## src/hw/etcu_pkg.sv

```systemverilog
// Constants and types of the eight bit timer counter unit
package etcu_pkg;

    localparam int AW = 12;
    localparam int DW = 32;
    localparam int CW = 8;
    localparam int PW = 10;

    // Register byte offsets
    localparam logic [AW-1:0] OFS_CTRL_A = 12'h000;
    localparam logic [AW-1:0] OFS_CTRL_B = 12'h004;
    localparam logic [AW-1:0] OFS_COUNT = 12'h008;
    localparam logic [AW-1:0] OFS_CMP_A = 12'h00c;
    localparam logic [AW-1:0] OFS_CMP_B = 12'h010;
    localparam logic [AW-1:0] OFS_MASK = 12'h014;
    localparam logic [AW-1:0] OFS_FLAG = 12'h018;
    localparam logic [AW-1:0] OFS_PWR = 12'h01c;
    localparam logic [AW-1:0] OFS_LAST = 12'h01c;
    localparam logic [1:0] WORD_ALIGN = 2'h0;

    // Field positions
    localparam int CA_WM_LSB = 0;
    localparam int CA_COMB_LSB = 4;
    localparam int CA_COMA_LSB = 6;
    localparam int CB_CS_LSB = 2'h0;
    localparam int CB_WM2_BIT = 3;
    localparam int FL_OVF = 0;
    localparam int FL_CMPA = 1;
    localparam int FL_CMPB = 2;
    localparam int PWR_BIT = 0;

    // Counter landmarks
    localparam logic [CW-1:0] CNT_BOTTOM = 8'h00;
    localparam logic [CW-1:0] CNT_MAX = 8'hff;
    localparam logic [CW-1:0] CNT_ONE = 8'h01;

    // Clock select codes
    localparam logic [2:0] CS_STOP = 3'h0;
    localparam logic [2:0] CS_DIV1 = 3'h1;
    localparam logic [2:0] CS_DIV8 = 3'h2;
    localparam logic [2:0] CS_DIV64 = 3'h3;
    localparam logic [2:0] CS_DIV256 = 3'h4;
    localparam logic [2:0] CS_DIV1024 = 3'h5;
    localparam logic [2:0] CS_EXT_FALL = 3'h6;
    localparam logic [2:0] CS_EXT_RISE = 3'h7;

    // Prescaler taps, all ones marks the divided tick
    localparam logic [PW-1:0] PRESC_ONE = 10'h001;
    localparam logic [PW-1:0] TAP_DIV8 = 10'h007;
    localparam logic [PW-1:0] TAP_DIV64 = 10'h03f;
    localparam logic [PW-1:0] TAP_DIV256 = 10'h0ff;
    localparam logic [PW-1:0] TAP_DIV1024 = 10'h3ff;

    // Wave mode codes
    localparam logic [2:0] WM_NORMAL = 3'h0;
    localparam logic [2:0] WM_PC_MAX = 3'h1;
    localparam logic [2:0] WM_CTC = 3'h2;
    localparam logic [2:0] WM_FAST_MAX = 3'h3;
    localparam logic [2:0] WM_PC_CMP = 3'h5;
    localparam logic [2:0] WM_FAST_CMP = 3'h7;

    // Compare output actions
    localparam logic [1:0] COM_OFF = 2'h0;
    localparam logic [1:0] COM_TOGGLE = 2'h1;
    localparam logic [1:0] COM_CLEAR = 2'h2;
    localparam logic [1:0] COM_SET = 2'h3;

    typedef enum logic [2:0] {
        ETCU_K_NORM = 3'b001,
        ETCU_K_FAST = 3'b010,
        ETCU_K_PHASE = 3'b100
    } etcu_kind_e;

    typedef struct packed {
        logic [AW-1:0] paddr;
        logic psel;
        logic penable;
        logic pwrite;
        logic [DW-1:0] pwdata;
    } etcu_apb_req_s;

    typedef struct packed {
        logic [DW-1:0] prdata;
        logic pready;
        logic pslverr;
    } etcu_apb_rsp_s;

    typedef struct packed {
        logic [CW-1:0] ctrl_a;
        logic [CW-1:0] ctrl_b;
        logic [CW-1:0] count;
        logic [CW-1:0] buf_a;
        logic [CW-1:0] buf_b;
        logic [CW-1:0] act_a;
        logic [CW-1:0] act_b;
        logic [2:0] mask;
        logic [2:0] flag;
        logic pwr_off;
        logic dir_down;
        logic blk;
        logic [2:0] pin_s;
        logic [PW-1:0] presc;
        logic out_a;
        logic out_b;
        logic [DW-1:0] rdata;
        logic slverr;
    } etcu_state_s;

endpackage : etcu_pkg

```

## src/hw/etcu_top.sv

```systemverilog
// Eight bit timer counter unit with APB register access
//
// Notes on behaviour
// RL1: Each tick clears, increments or decrements the counter as the mode says.
// RL2: Clock select zero gives no ticks; the timer stands still.
// RL3: Software reads and writes the counter at any time.
// RL4: A counter write wins over a same-cycle clear or count.
// RL5: A three bit clock select field in control B picks the source.
// RL6: Source is the prescaler or the external pin, with a chosen edge.
// RL7: Wave mode has two bits in control A and one in control B.
// RL8: Counter zero is bottom, flagged by a bottom indication.
// RL9: All ones is the counter maximum.
// RL10: Top is the maximum or compare A, chosen by mode.
// RL11: Top and bottom indications go to the waveform logic.
// RL12: Both compare values are checked always; equality sets a compare flag.
// RL13: Overflow and both compare flags sit in one register, each maskable.
// RL14: Overflow flag sets on a mode dependent condition and may interrupt.
// RL15: Compare values are double buffered: written buffer apart from active. The code buffers only in PWM modes; other modes copy it every cycle.
// RL16: Counter and compare values are eight bits wide.
// RL17: Power reduction bit at zero enables the timer.
// RL18: Compare results drive PWM or frequency output on two pins.
// RL19: A compare flag sets at the tick that follows the match.
// RL20: A flag clears on interrupt acknowledge or when written with one.
// RL21: A counter write blocks compare matches in the next tick.
// RL22: Normal mode counts up, wraps at all ones, sets overflow at zero.
// RL23: Reset clears counter, compares, flags and masks; no clock selected.
// RL24: An interrupt request stands while flag and mask are both set.
`timescale 1ns/1ps
`default_nettype none

module etcu_top (
    // Clock, reset and freeze
    input wire logic ref_clk,
    input wire logic sys_rst,
    input wire logic clk_en,
    // Register bus
    input wire etcu_pkg::etcu_apb_req_s apb_req,
    output var etcu_pkg::etcu_apb_rsp_s apb_rsp,
    // External count pin
    input wire logic external_tick_pin,
    // Interrupt requests and acknowledges
    input wire logic [2:0] irq_ack,
    output logic [2:0] irq_req,
    // Waveform pins and counter landmarks
    output logic compare_output_a,
    output logic compare_output_b,
    output logic at_top,
    output logic at_bottom
);
    import etcu_pkg::*;

    etcu_state_s st_q;
    etcu_state_s st_d;
    logic [2:0] cs;
    logic [2:0] wm;
    etcu_kind_e kind;
    logic [CW-1:0] top;
    logic tick;
    logic ext_rise;
    logic ext_fall;
    logic setup;
    logic wr;
    logic hit;
    logic [AW-1:0] adr;
    logic cnt_wr;
    logic dn_nx;
    logic wrap;
    logic [2:0] fset;
    logic [2:0] fclr;

    function automatic etcu_kind_e mode_kind(input logic [2:0] m);
        etcu_kind_e k;
        k = ETCU_K_NORM;
        case (m)
            WM_FAST_MAX, WM_FAST_CMP: k = ETCU_K_FAST;
            WM_PC_MAX, WM_PC_CMP: k = ETCU_K_PHASE;
            default: k = ETCU_K_NORM;
        endcase
        return k;
    endfunction : mode_kind

    function automatic logic pick_tick(
        input logic [2:0] sel,
        input logic [PW-1:0] p,
        input logic rise,
        input logic fall
    );
        logic t;
        t = 1'b0;
        case (sel)
            CS_DIV1: t = 1'b1;
            CS_DIV8: t = (p & TAP_DIV8) == TAP_DIV8;
            CS_DIV64: t = (p & TAP_DIV64) == TAP_DIV64;
            CS_DIV256: t = (p & TAP_DIV256) == TAP_DIV256;
            CS_DIV1024: t = (p & TAP_DIV1024) == TAP_DIV1024;
            CS_EXT_FALL: t = fall;
            CS_EXT_RISE: t = rise;
            default: t = 1'b0;
        endcase
        return t;
    endfunction : pick_tick

    // Next level of a compare output pin
    function automatic logic wave_nx(
        input logic o,
        input logic [1:0] c,
        input logic m,
        input logic wr_top,
        input etcu_kind_e k,
        input logic dn
    );
        logic v;
        v = o;
        if (c != COM_OFF) begin
            case (k)
                ETCU_K_FAST: begin
                    if (m) begin
                        v = (c == COM_SET);
                    end else if (wr_top) begin
                        v = (c == COM_CLEAR);
                    end
                end
                ETCU_K_PHASE: begin
                    if (m) begin
                        v = (c == COM_SET) ^ dn;
                    end
                end
                default: begin
                    if (m) begin
                        v = (c == COM_TOGGLE) ? ~o : (c == COM_SET);
                    end
                end
            endcase
        end
        return v;
    endfunction : wave_nx

    function automatic logic [DW-1:0] rd_word(
        input logic [AW-1:0] a,
        input etcu_state_s s
    );
        logic [CW-1:0] b;
        b = '0;
        case (a)
            OFS_CTRL_A: b = s.ctrl_a;
            OFS_CTRL_B: b = s.ctrl_b;
            OFS_COUNT: b = s.count; // [RL3]
            OFS_CMP_A: b = s.buf_a;
            OFS_CMP_B: b = s.buf_b;
            OFS_MASK: b = {5'h00, s.mask};
            OFS_FLAG: b = {5'h00, s.flag}; // [RL13]
            OFS_PWR: b = {7'h00, s.pwr_off};
            default: b = '0;
        endcase
        return {{(DW-CW){1'b0}}, b};
    endfunction : rd_word

    assign cs = st_q.ctrl_b[CB_CS_LSB +: 3]; // [RL5]
    assign wm = {st_q.ctrl_b[CB_WM2_BIT],
                 st_q.ctrl_a[CA_WM_LSB +: 2]}; // [RL7]
    assign kind = mode_kind(wm);
    // Top follows compare A only in the modes that reload from it
    assign top = (wm == WM_CTC || wm == WM_PC_CMP || wm == WM_FAST_CMP)
        ? st_q.act_a : CNT_MAX; // [RL9] [RL10]

    // Edge detect reads only the second and third pin stages
    assign ext_rise = st_q.pin_s[1] & ~st_q.pin_s[2];
    assign ext_fall = ~st_q.pin_s[1] & st_q.pin_s[2];
    assign tick = ~st_q.pwr_off
        & pick_tick(cs, st_q.presc, ext_rise, ext_fall); // [RL2] [RL6] [RL17]

    assign adr = apb_req.paddr;
    assign setup = apb_req.psel & ~apb_req.penable;
    assign wr = apb_req.psel & apb_req.penable & apb_req.pwrite;
    assign hit = (adr <= OFS_LAST) && (adr[1:0] == WORD_ALIGN);
    assign cnt_wr = wr & (adr == OFS_COUNT);

    // Phase correct turns at top and at bottom
    assign dn_nx = (kind == ETCU_K_PHASE)
        && ((st_q.count == top)
            || (st_q.dir_down && st_q.count != CNT_BOTTOM));
    assign wrap = tick & (st_q.count == top);

    always_comb begin
        fset = '0;
        case (kind)
            ETCU_K_PHASE: fset[FL_OVF] = tick
                & (st_q.count == CNT_BOTTOM);
            ETCU_K_FAST: fset[FL_OVF] = wrap;
            default: fset[FL_OVF] = tick
                & (st_q.count == CNT_MAX); // [RL14] [RL22]
        endcase
        // A counter write discards the count step, and its overflow too
        fset[FL_OVF] = fset[FL_OVF] & ~cnt_wr; // [RL4]
        // Flag lands on the tick after the counter reached the value
        fset[FL_CMPA] = tick & ~st_q.blk
            & (st_q.count == st_q.act_a); // [RL12] [RL19] [RL21]
        fset[FL_CMPB] = tick & ~st_q.blk
            & (st_q.count == st_q.act_b); // [RL12] [RL19] [RL21]
    end

    assign fclr = irq_ack
        | ((wr && adr == OFS_FLAG) ? apb_req.pwdata[2:0] : 3'h0); // [RL20]

    always_comb begin
        st_d = st_q;
        st_d.pin_s = {st_q.pin_s[1:0], external_tick_pin};
        // Prescaler held at zero while stopped so division restarts clean
        if (cs == CS_STOP || st_q.pwr_off) begin
            st_d.presc = '0;
        end else begin
            st_d.presc = st_q.presc + PRESC_ONE;
        end

        if (tick) begin
            case (kind)
                ETCU_K_PHASE: st_d.count = dn_nx
                    ? st_q.count - CNT_ONE
                    : st_q.count + CNT_ONE; // [RL1]
                default: st_d.count = (st_q.count == top)
                    ? CNT_BOTTOM
                    : st_q.count + CNT_ONE; // [RL1] [RL22]
            endcase
            st_d.dir_down = dn_nx;
            st_d.blk = 1'b0;
        end

        // Double buffering only in PWM modes, updated at top
        if (kind == ETCU_K_NORM || wrap) begin
            st_d.act_a = st_q.buf_a; // [RL15]
            st_d.act_b = st_q.buf_b; // [RL15]
        end

        // A flag event in the clearing cycle survives
        st_d.flag = (st_q.flag & ~fclr) | fset; // [RL13] [RL20]

        st_d.out_a = wave_nx(st_q.out_a,
            st_q.ctrl_a[CA_COMA_LSB +: 2], fset[FL_CMPA], wrap,
            kind, st_q.dir_down); // [RL18]
        st_d.out_b = wave_nx(st_q.out_b,
            st_q.ctrl_a[CA_COMB_LSB +: 2], fset[FL_CMPB], wrap,
            kind, st_q.dir_down); // [RL18]

        // Read data captured in the setup cycle; zero wait access
        if (setup) begin
            st_d.rdata = apb_req.pwrite ? '0 : rd_word(adr, st_q);
            st_d.slverr = ~hit;
        end

        if (wr) begin
            case (adr)
                OFS_CTRL_A: st_d.ctrl_a = apb_req.pwdata[CW-1:0];
                OFS_CTRL_B: st_d.ctrl_b = apb_req.pwdata[CW-1:0];
                OFS_COUNT: begin
                    st_d.count = apb_req.pwdata[CW-1:0]; // [RL3] [RL4]
                    st_d.blk = 1'b1; // [RL21]
                end
                OFS_CMP_A: st_d.buf_a = apb_req.pwdata[CW-1:0];
                OFS_CMP_B: st_d.buf_b = apb_req.pwdata[CW-1:0];
                OFS_MASK: st_d.mask = apb_req.pwdata[2:0]; // [RL13]
                OFS_PWR: st_d.pwr_off = apb_req.pwdata[PWR_BIT];
                default: st_d.ctrl_a = st_q.ctrl_a;
            endcase
        end
    end

    always_ff @(posedge ref_clk or posedge sys_rst) begin
        if (sys_rst) begin
            st_q <= '0; // [RL23]
        end else if (clk_en) begin
            st_q <= st_d;
        end
    end

    assign apb_rsp.prdata = st_q.rdata;
    // A frozen block stalls the bus so that no write lands half way
    assign apb_rsp.pready = clk_en;
    assign apb_rsp.pslverr = st_q.slverr;
    assign irq_req = st_q.flag & st_q.mask; // [RL24]
    assign compare_output_a = st_q.out_a;
    assign compare_output_b = st_q.out_b;
    assign at_top = (st_q.count == top); // [RL11]
    assign at_bottom = (st_q.count == CNT_BOTTOM); // [RL8] [RL11] [RL16]
endmodule : etcu_top

`default_nettype wire

```

## config.mk

```make
export PLATFORM = sky130hd
export DESIGN_NAME = etcu_top
export DESIGN_NICKNAME = d
export VERILOG_FILES = /design/src/hw/etcu_pkg.sv /design/src/hw/etcu_top.sv
export SDC_FILE = /design/constraint.sdc
export NUM_CORES = 1
export LEC_CHECK = 0
export ABC_AREA = 1
export BUFFER_PORTS_ARGS = -buffer_cell sky130_fd_sc_hd__buf_2
export CAP_MARGIN = 20
export CORE_UTILIZATION = 54
export CTS_BUF_LIST = sky130_fd_sc_hd__clkbuf_8
export DETAILED_ROUTE_END_ITERATION = 10
export PLACE_DENSITY = 0.86
export SLEW_MARGIN = 0
export SYNTH_ARGS = -nofsm -noshare
export SYNTH_HDL_FRONTEND = slang
export SYNTH_SLANG_ARGS = --single-unit
```

## constraint.sdc

```tcl
create_clock -name ref_clk -period 5.01 [get_ports ref_clk]
set_clock_uncertainty 0.15 [all_clocks]
set_input_delay 1.002 -clock ref_clk [delete_from_list [all_inputs] [get_ports ref_clk]]
set_output_delay 1.002 -clock ref_clk [all_outputs]
set_load 0.01 [all_outputs]
```

==> results.py, run 1 <==
metrics = {
    "logic_synthesis": {
        "ys_dominant_reg_cell": "dfrtp_1",
        "synthMuxAreaShare": 0,
        "synth_top_cell_area_share": 0.407,
        "syn_area_sq_um": 5470,
        "synth-xor-area-share": 0.0224,
        "ys_types": 40,
        "synthAdderAreaFrac": 0.0183,
        "synth-async-reset-ratio": 1.00,
        "yosys.area.top_type": "dfrtp_1",
        "yosysWarningCount": 0,
        "synth_top_family_by_area": "simple AND/OR/NAND/NOR gates",
        "synth_edf_count": 0,
        "synth_seq_area_share": 0.407,
        "synth_seq_cells": 89,
        "synth_area_leaders": "dfrtp_1 (41%), nand2_1 (17%), inv_1 (7.1%), o21ai_0 (5.9%), buf_4 (5.1%)",
        "syn_area_per_cell_sq_um": 7.08,
        "synth_compound_area_frac": 0.141,
        "synth_cells": 773,
        "yosys.area_share.simple": 0.271,
    },
    "place": {
        "place.gp.congestion": 0.892,
        "dp_hpwl_um": 9700,
        "port_buffers": 46,
        "placed_cells": 926,
    },
    "timing": {
        "tightest_slew_ns": 0.928,
        "fin_tns_setup_ns": 0,
        "hold_ws_ns": 0.326,
        "slew_viol_final": 0,
        "period_minus_slack_ns": 3.02,
        "fmaxAchievable_ghz": 0.331,
        "rsz0062_at_grt": "no",
        "relSlewSlack": 0.381,
        "setup_viol_count_final": 0,
        "hold_viol": 0,
        "finalCritPeriodShare": 0.604,
    },
    "setup_path": {
        "cp-end-kind": "output pin",
        "r2r_start": "st_q[35]",
        "r2r_end": "st_q[72]",
        "cp_max_fo": 10,
        "start_kind": "register",
        "r2r_setup_slack_ns": 2.25,
        "rr_worst_depth": 12,
        "path_class": "reg2out",
        "worstPathArrival_ns": 1.87,
        "crit_required_ns": 3.86,
    },
    "global_route": {
        "grt_max_degree": 56,
        "grt_pass1_wl_um": 21300,
        "grt_pass1_vias": 4325,
        "track_usage": 0.266,
        "grt_overflow": 0,
        "grt_antenna_before_repair": 0,
    },
    "layout": {
        "antenna_cells": 0,
        "area_growth_pct": 6.17,
        "fill_cells": 960,
        "utilization": 0.592,
        "num-nets-final": 866,
        "fin_cells": 942,
        "drive_gt1_frac": 0.110,
    },
    "detailed_routing": {
        "dr_total_vias": 4980,
        "initialDrtViolationCount": 324,
        "routed_wl_um": 13100,
        "wire_per_inst_um": 13.9,
        "firstDrtPassIters": 5,
        "final_antenna_net_count": 0,
        "drc": 0,
        "vias_per_cell": 5.29,
    },
    "job": {
        "cap_violations": 0,
    },
    "clock_tree": {
        "clockBufferDepth": 2,
        "postCtsHoldBufs": 0,
        "cts_inserted_buffers": 9,
        "cts.clk_slew.worst_paths_ns": 0.09,
        "cts_tree": "done",
        "root_buffer": "clkbuf_8",
        "cts_setup_buffers": 0,
        "ctsHtreeMaxLevel": 3,
        "cts_resized": 0,
        "clock-sinks": 89,
        "clkLatencyLatePin_ns": 0.36,
    },
    "pwr": {
        "p_comb_frac": 0.156,
        "switching_share": 0.314,
        "ir_drop_v": 0.000193,
        "cellPowerDensity_nw_per_um2": 248,
        "p_sw_uw": 453,
        "intPower_uw": 990,
        "p_leak_nw": 2.91,
        "seq_power_share": 0.533,
        "pwr-share-clk": 0.311,
    },
    "worst_hold_path": {
        "holdPathEnd": "apb_rsp[2]",
        "holdPathStages": 2,
        "hold_path.class": "reg2reg",
        "min_from": "apb_rsp[2]",
    },
    "floorplan": {
        "die_h_um": 103,
        "core_sq_um": 9820,
        "num_rows": 36,
        "io_pins": 95,
        "dieArea_sq_um": 10500,
        "start_util": 0.557,
        "die_w_um": 103,
    },
    "run_status": {
        "status": "completed",
    },
}
[stage by stage]
| stage | setup slack, ns | area (sq um) | power (mW) |
|---|---|---|---|
| floorplan | 1.55 | 5560 | 0.960 |
| global placement | 2.03 | 5620 | 1.00 |
| detailed placement | 2.01 | 5640 | 1.01 |
| CTS | 1.96 | 5810 | 1.44 |
| global route | 1.84 | 5810 | 1.51 |
| finish | 1.99 | 5810 | 1.44 |
[critical path, cell delays in order, from the launching register on]
cell and delay (ns):
dfrtp_1 0.58, inv_1 0.20, nand2_1 0.09, o21ai_0 0.07
inv_1 0.10, nand2_2 0.07, nor2_4 0.09, nand3_4 0.12
inv_1 0.07, buf_2 0.12
[synthesized netlist by cell type (all sizes together), types with 2 or more instances]
master  count
nor3b       2
o211ai      7
o221ai      5
nand4       7
ha          8
nand2     254
o21bai      2
dfrtp      89
xor2       13
nor3       11
nor2       67
inv       111
nand3      20
o22ai      10
o21ai      82
a31oi       2
clkbuf      8
a21oi      23
buf        44
a211oi      2
[routing by layer]
metal / wire length [um] / vias up / GRT usage / part of all wire
met5: 0 / - / 0 / 0
met3: 1000 / 40 / 0.0366 / 0.076
li1: - / 2440 / - / -
met4: 490 / 0 / 0.118 / 0.037
met2: 6050 / 217 / 0.423 / 0.46
met1: 5570 / 2283 / 0.364 / 0.42
[cell usage in the layout, fill, tap and decap left out, drive strengths merged, types with 7 or more instances in the layout]
| cell | synthesis | routed |
|---|---|---|
| nand2 | 254 | 254 |
| nand4 | 7 | 7 |
| o211ai | 7 | 7 |
| nor3 | 11 | 11 |
| inv | 111 | 114 |
| ha | 8 | 8 |
| nand3 | 20 | 20 |
| a21oi | 23 | 23 |
| clkbuf | 8 | 9 |
| o22ai | 10 | 10 |
| nor2 | 67 | 67 |
| conb | 1 | 24 |
| buf | 44 | 49 |
| xor2 | 13 | 13 |
| dfrtp | 89 | 89 |
| o21ai | 82 | 82 |
[cell type report]
type,instances,area [sq um],area share
Tap cell,133,166,0.0286
Clock buffer,9,124,0.0213
Multi-Input combinational cell,544,2570,0.442
Clock inverter,7,47.5,0.00818
Inverter,111,418,0.0719
Timing Repair Buffer,49,260,0.0448
Sequential cell,89,2230,0.383
[cell families after synthesis]
group / after synthesis
simple gates: 361
compound gates: 137
buf+inv: 163
fa+ha+maj: 8
xor+xnor: 14
other cells: 1
flops: 89
[power groups by stage]
stage               sequential, mW  clock, mW  combinational, mW
finish                       0.769      0.449              0.226
global route                 0.772      0.485              0.256
CTS                          0.768      0.451              0.225
detailed placement           0.782          0              0.224
global placement             0.782          0              0.218
floorplan                    0.760          0              0.200
[how the worst max path moves through the flow]
| stage | startpoint | endpoint | slack [ns] |
|---|---|---|---|
| 2_1_floorplan | sys_rst | apb_rsp[0] | 1.55 |
| 3_3_place_gp | apb_req[42] | st_q[95] | 2.03 |
| 3_5_place_dp | apb_req[42] | st_q[94] | 2.01 |
| 4_1_cts | st_q[93] | at_top | 1.96 |
| 5_1_grt | st_q[93] | at_top | 1.84 |
| 6_report | st_q[93] | at_top | 1.99 |
[flip-flops by register name, summed over array words and instances (netlist names)]
name / cells
st_q: 73
apb_rsp: 9
cs: 3
st_d: 2
compare_output_a: 1
compare_output_b: 1
No activity file was read; power rests on OpenSTA's default activity.
==> run 2, diff against run 1 <==
Settings changed: CORE_UTILIZATION 54 to 53, PLACE_DENSITY 0.86 to 0.88.
Clock period 5.01 ns to 2.55 ns, I/O delays scaled along.
==> results.py, run 2 (synthesis results as in run 1) <==
metrics = {
    "setup_path": {
        "crit_path_cell_trace": "inv_2 -> nand2_1 -> nand2_2 -> nor2_4 -> nand2_2 -> nor2_4 -> nand3_4 -> buf_4 -> inv_1 -> buf_2",
        "slowest_stage": "dfrtp_2",
        "r2r_start": "st_q[36]",
        "path_class": "reg2out",
        "cp-end-kind": "output pin",
        "start_kind": "register",
        "cp_slowest_stage_delay_ns": 0.48,
        "worstPathArrival_ns": 1.78,
        "crit_path_end": "at_top",
        "rr_worst_depth": 10,
        "r2r_setup_slack_ns": 0.22,
        "cp_max_fo": 8,
        "r2r_end": "st_q[69]",
        "crit_required_ns": 1.89,
        "startpoint": "st_q[90]",
    },
    "clock_tree": {
        "cts.clk_slew.worst_paths_ns": 0.09,
        "cts_tree": "done",
        "ctsHtreeMaxLevel": 3,
        "root_buffer": "clkbuf_8",
        "clock-sinks": 89,
        "postCtsHoldBufs": 0,
        "clockBufferDepth": 2,
        "cts_setup_buffers": 0,
        "clkLatencyLatePin_ns": 0.37,
        "cts_inserted_buffers": 9,
    },
    "detailed_routing": {
        "initialDrtViolationCount": 459,
        "wire_per_inst_um": 14.4,
        "vias_per_cell": 5.28,
        "final_antenna_net_count": 0,
        "firstDrtPassIters": 7,
        "routed_wl_um": 13800,
        "drc": 0,
        "dr_total_vias": 5064,
    },
    "global_route": {
        "grt_overflow": 0,
        "grt_antenna_before_repair": 0,
        "track_usage": 0.259,
        "grt_pass1_vias": 4652,
        "grt_pass1_wl_um": 22200,
        "grt_max_degree": 90,
    },
    "job": {
        "cap_violations": 0,
    },
    "place": {
        "place.gp.congestion": 0.914,
        "placed_cells": 943,
        "port_buffers": 46,
        "dp_hpwl_um": 9820,
        "dp_slack_ns": -0.0886,
    },
    "pwr": {
        "ir_drop_v": 0.000386,
        "cellPowerDensity_nw_per_um2": 518,
        "p_leak_nw": 3.02,
    },
    "timing": {
        "layout_setup_ws_ns": 0.109,
        "period_minus_slack_ns": 2.44,
        "setup_viol_count_final": 0,
        "finalCritPeriodShare": 0.957,
        "slew_viol_final": 0,
        "rsz0062_at_grt": "no",
        "hold_viol": 0,
        "tightest_slew_ns": 0.730,
        "relSlewSlack": 0.513,
        "fmaxAchievable_ghz": 0.410,
    },
    "run_status": {
        "status": "completed",
    },
    "floorplan": {
        "core_sq_um": 9910,
        "die_w_um": 104,
        "die_h_um": 104,
        "num_rows": 36,
        "start_util": 0.552,
        "io_pins": 95,
        "dieArea_sq_um": 10700,
    },
    "layout": {
        "mostFrequentLayoutCells": "nand2_1 (249), inv_1 (102), dfrtp_1 (87)",
        "fin_cells": 959,
        "top_register": "st_q",
        "antenna_cells": 0,
        "drive_gt1_frac": 0.136,
        "fill_cells": 903,
        "largest_reg_flops": 73,
        "area_growth_pct": 10.1,
        "num-nets-final": 884,
        "layout_commonest_cell": "nand2_1",
    },
    "worst_hold_path": {
        "hold_path.class": "in2async",
    },
}
[run 2: worst min-delay path by stage]
stage               startpoint    endpoint  slack (ns)
floorplan             st_d[46]    st_d[46]        0.29
global placement      st_d[46]    st_d[46]        0.31
detailed placement  apb_rsp[3]  apb_rsp[3]        0.31
CTS                    sys_rst    st_q[95]        0.12
global route           sys_rst    st_q[96]        0.13
finish                 sys_rst    st_q[96]        0.10
[run 2: routing by layer]
layer	GRT usage	wire (um)	vias up	share of wire
met5	0	0	-	0
met4	0.137	597	0	0.043
met3	0.0472	892	41	0.065
met2	0.409	6330	233	0.46
met1	0.338	5950	2310	0.43
li1	-	-	2480	-
[run 2: area by class of cell]
type / count / area, sq um / share of cell area
tap: 133 / 166 / 0.0276
clock buffer: 11 / 151 / 0.0251
clock inverter: 4 / 73.8 / 0.0123
timing repair buffer: 66 / 393 / 0.0652
multi-input combinational: 545 / 2590 / 0.430
inverter: 111 / 420 / 0.0698
sequential: 89 / 2230 / 0.370
[run 2: timing repair]
action,4_1_cts,5_1_grt
pin swaps,0,1
endpoints found under the setup margin,16,14
gates resized for setup,1,4
cloned,0,1
[run 2: metrics by stage]
stage | setup TNS, ns | area [sq um] | power (mW) | util | hold WS [ns]
2_1_floorplan | 0 | 5560 | 1.89 | - | 0.292
3_3_place_gp | 0 | 5770 | 2.01 | 0.583 | 0.310
3_5_place_dp | -0.540 | 5770 | 2.02 | 0.583 | 0.311
4_1_cts | 0 | 6010 | 3.12 | 0.606 | 0.124
5_1_grt | 0 | 6030 | 3.25 | 0.608 | 0.135
6_report | 0 | 6030 | 3.12 | 0.608 | 0.104
[run 2: worst max-delay path, delay by kind of cell (launching register included)]
family                 cells  cell delay, ns
buffers and inverters      4            0.45
and+or+nand+nor            6            0.49
DFF                        1            0.48
[run 2: power by group]
part,switching (mW),total (mW),internal (mW)
clock,0.510,1.11,0.602
sequential,0.0507,1.49,1.44
combinational,0.326,0.516,0.189
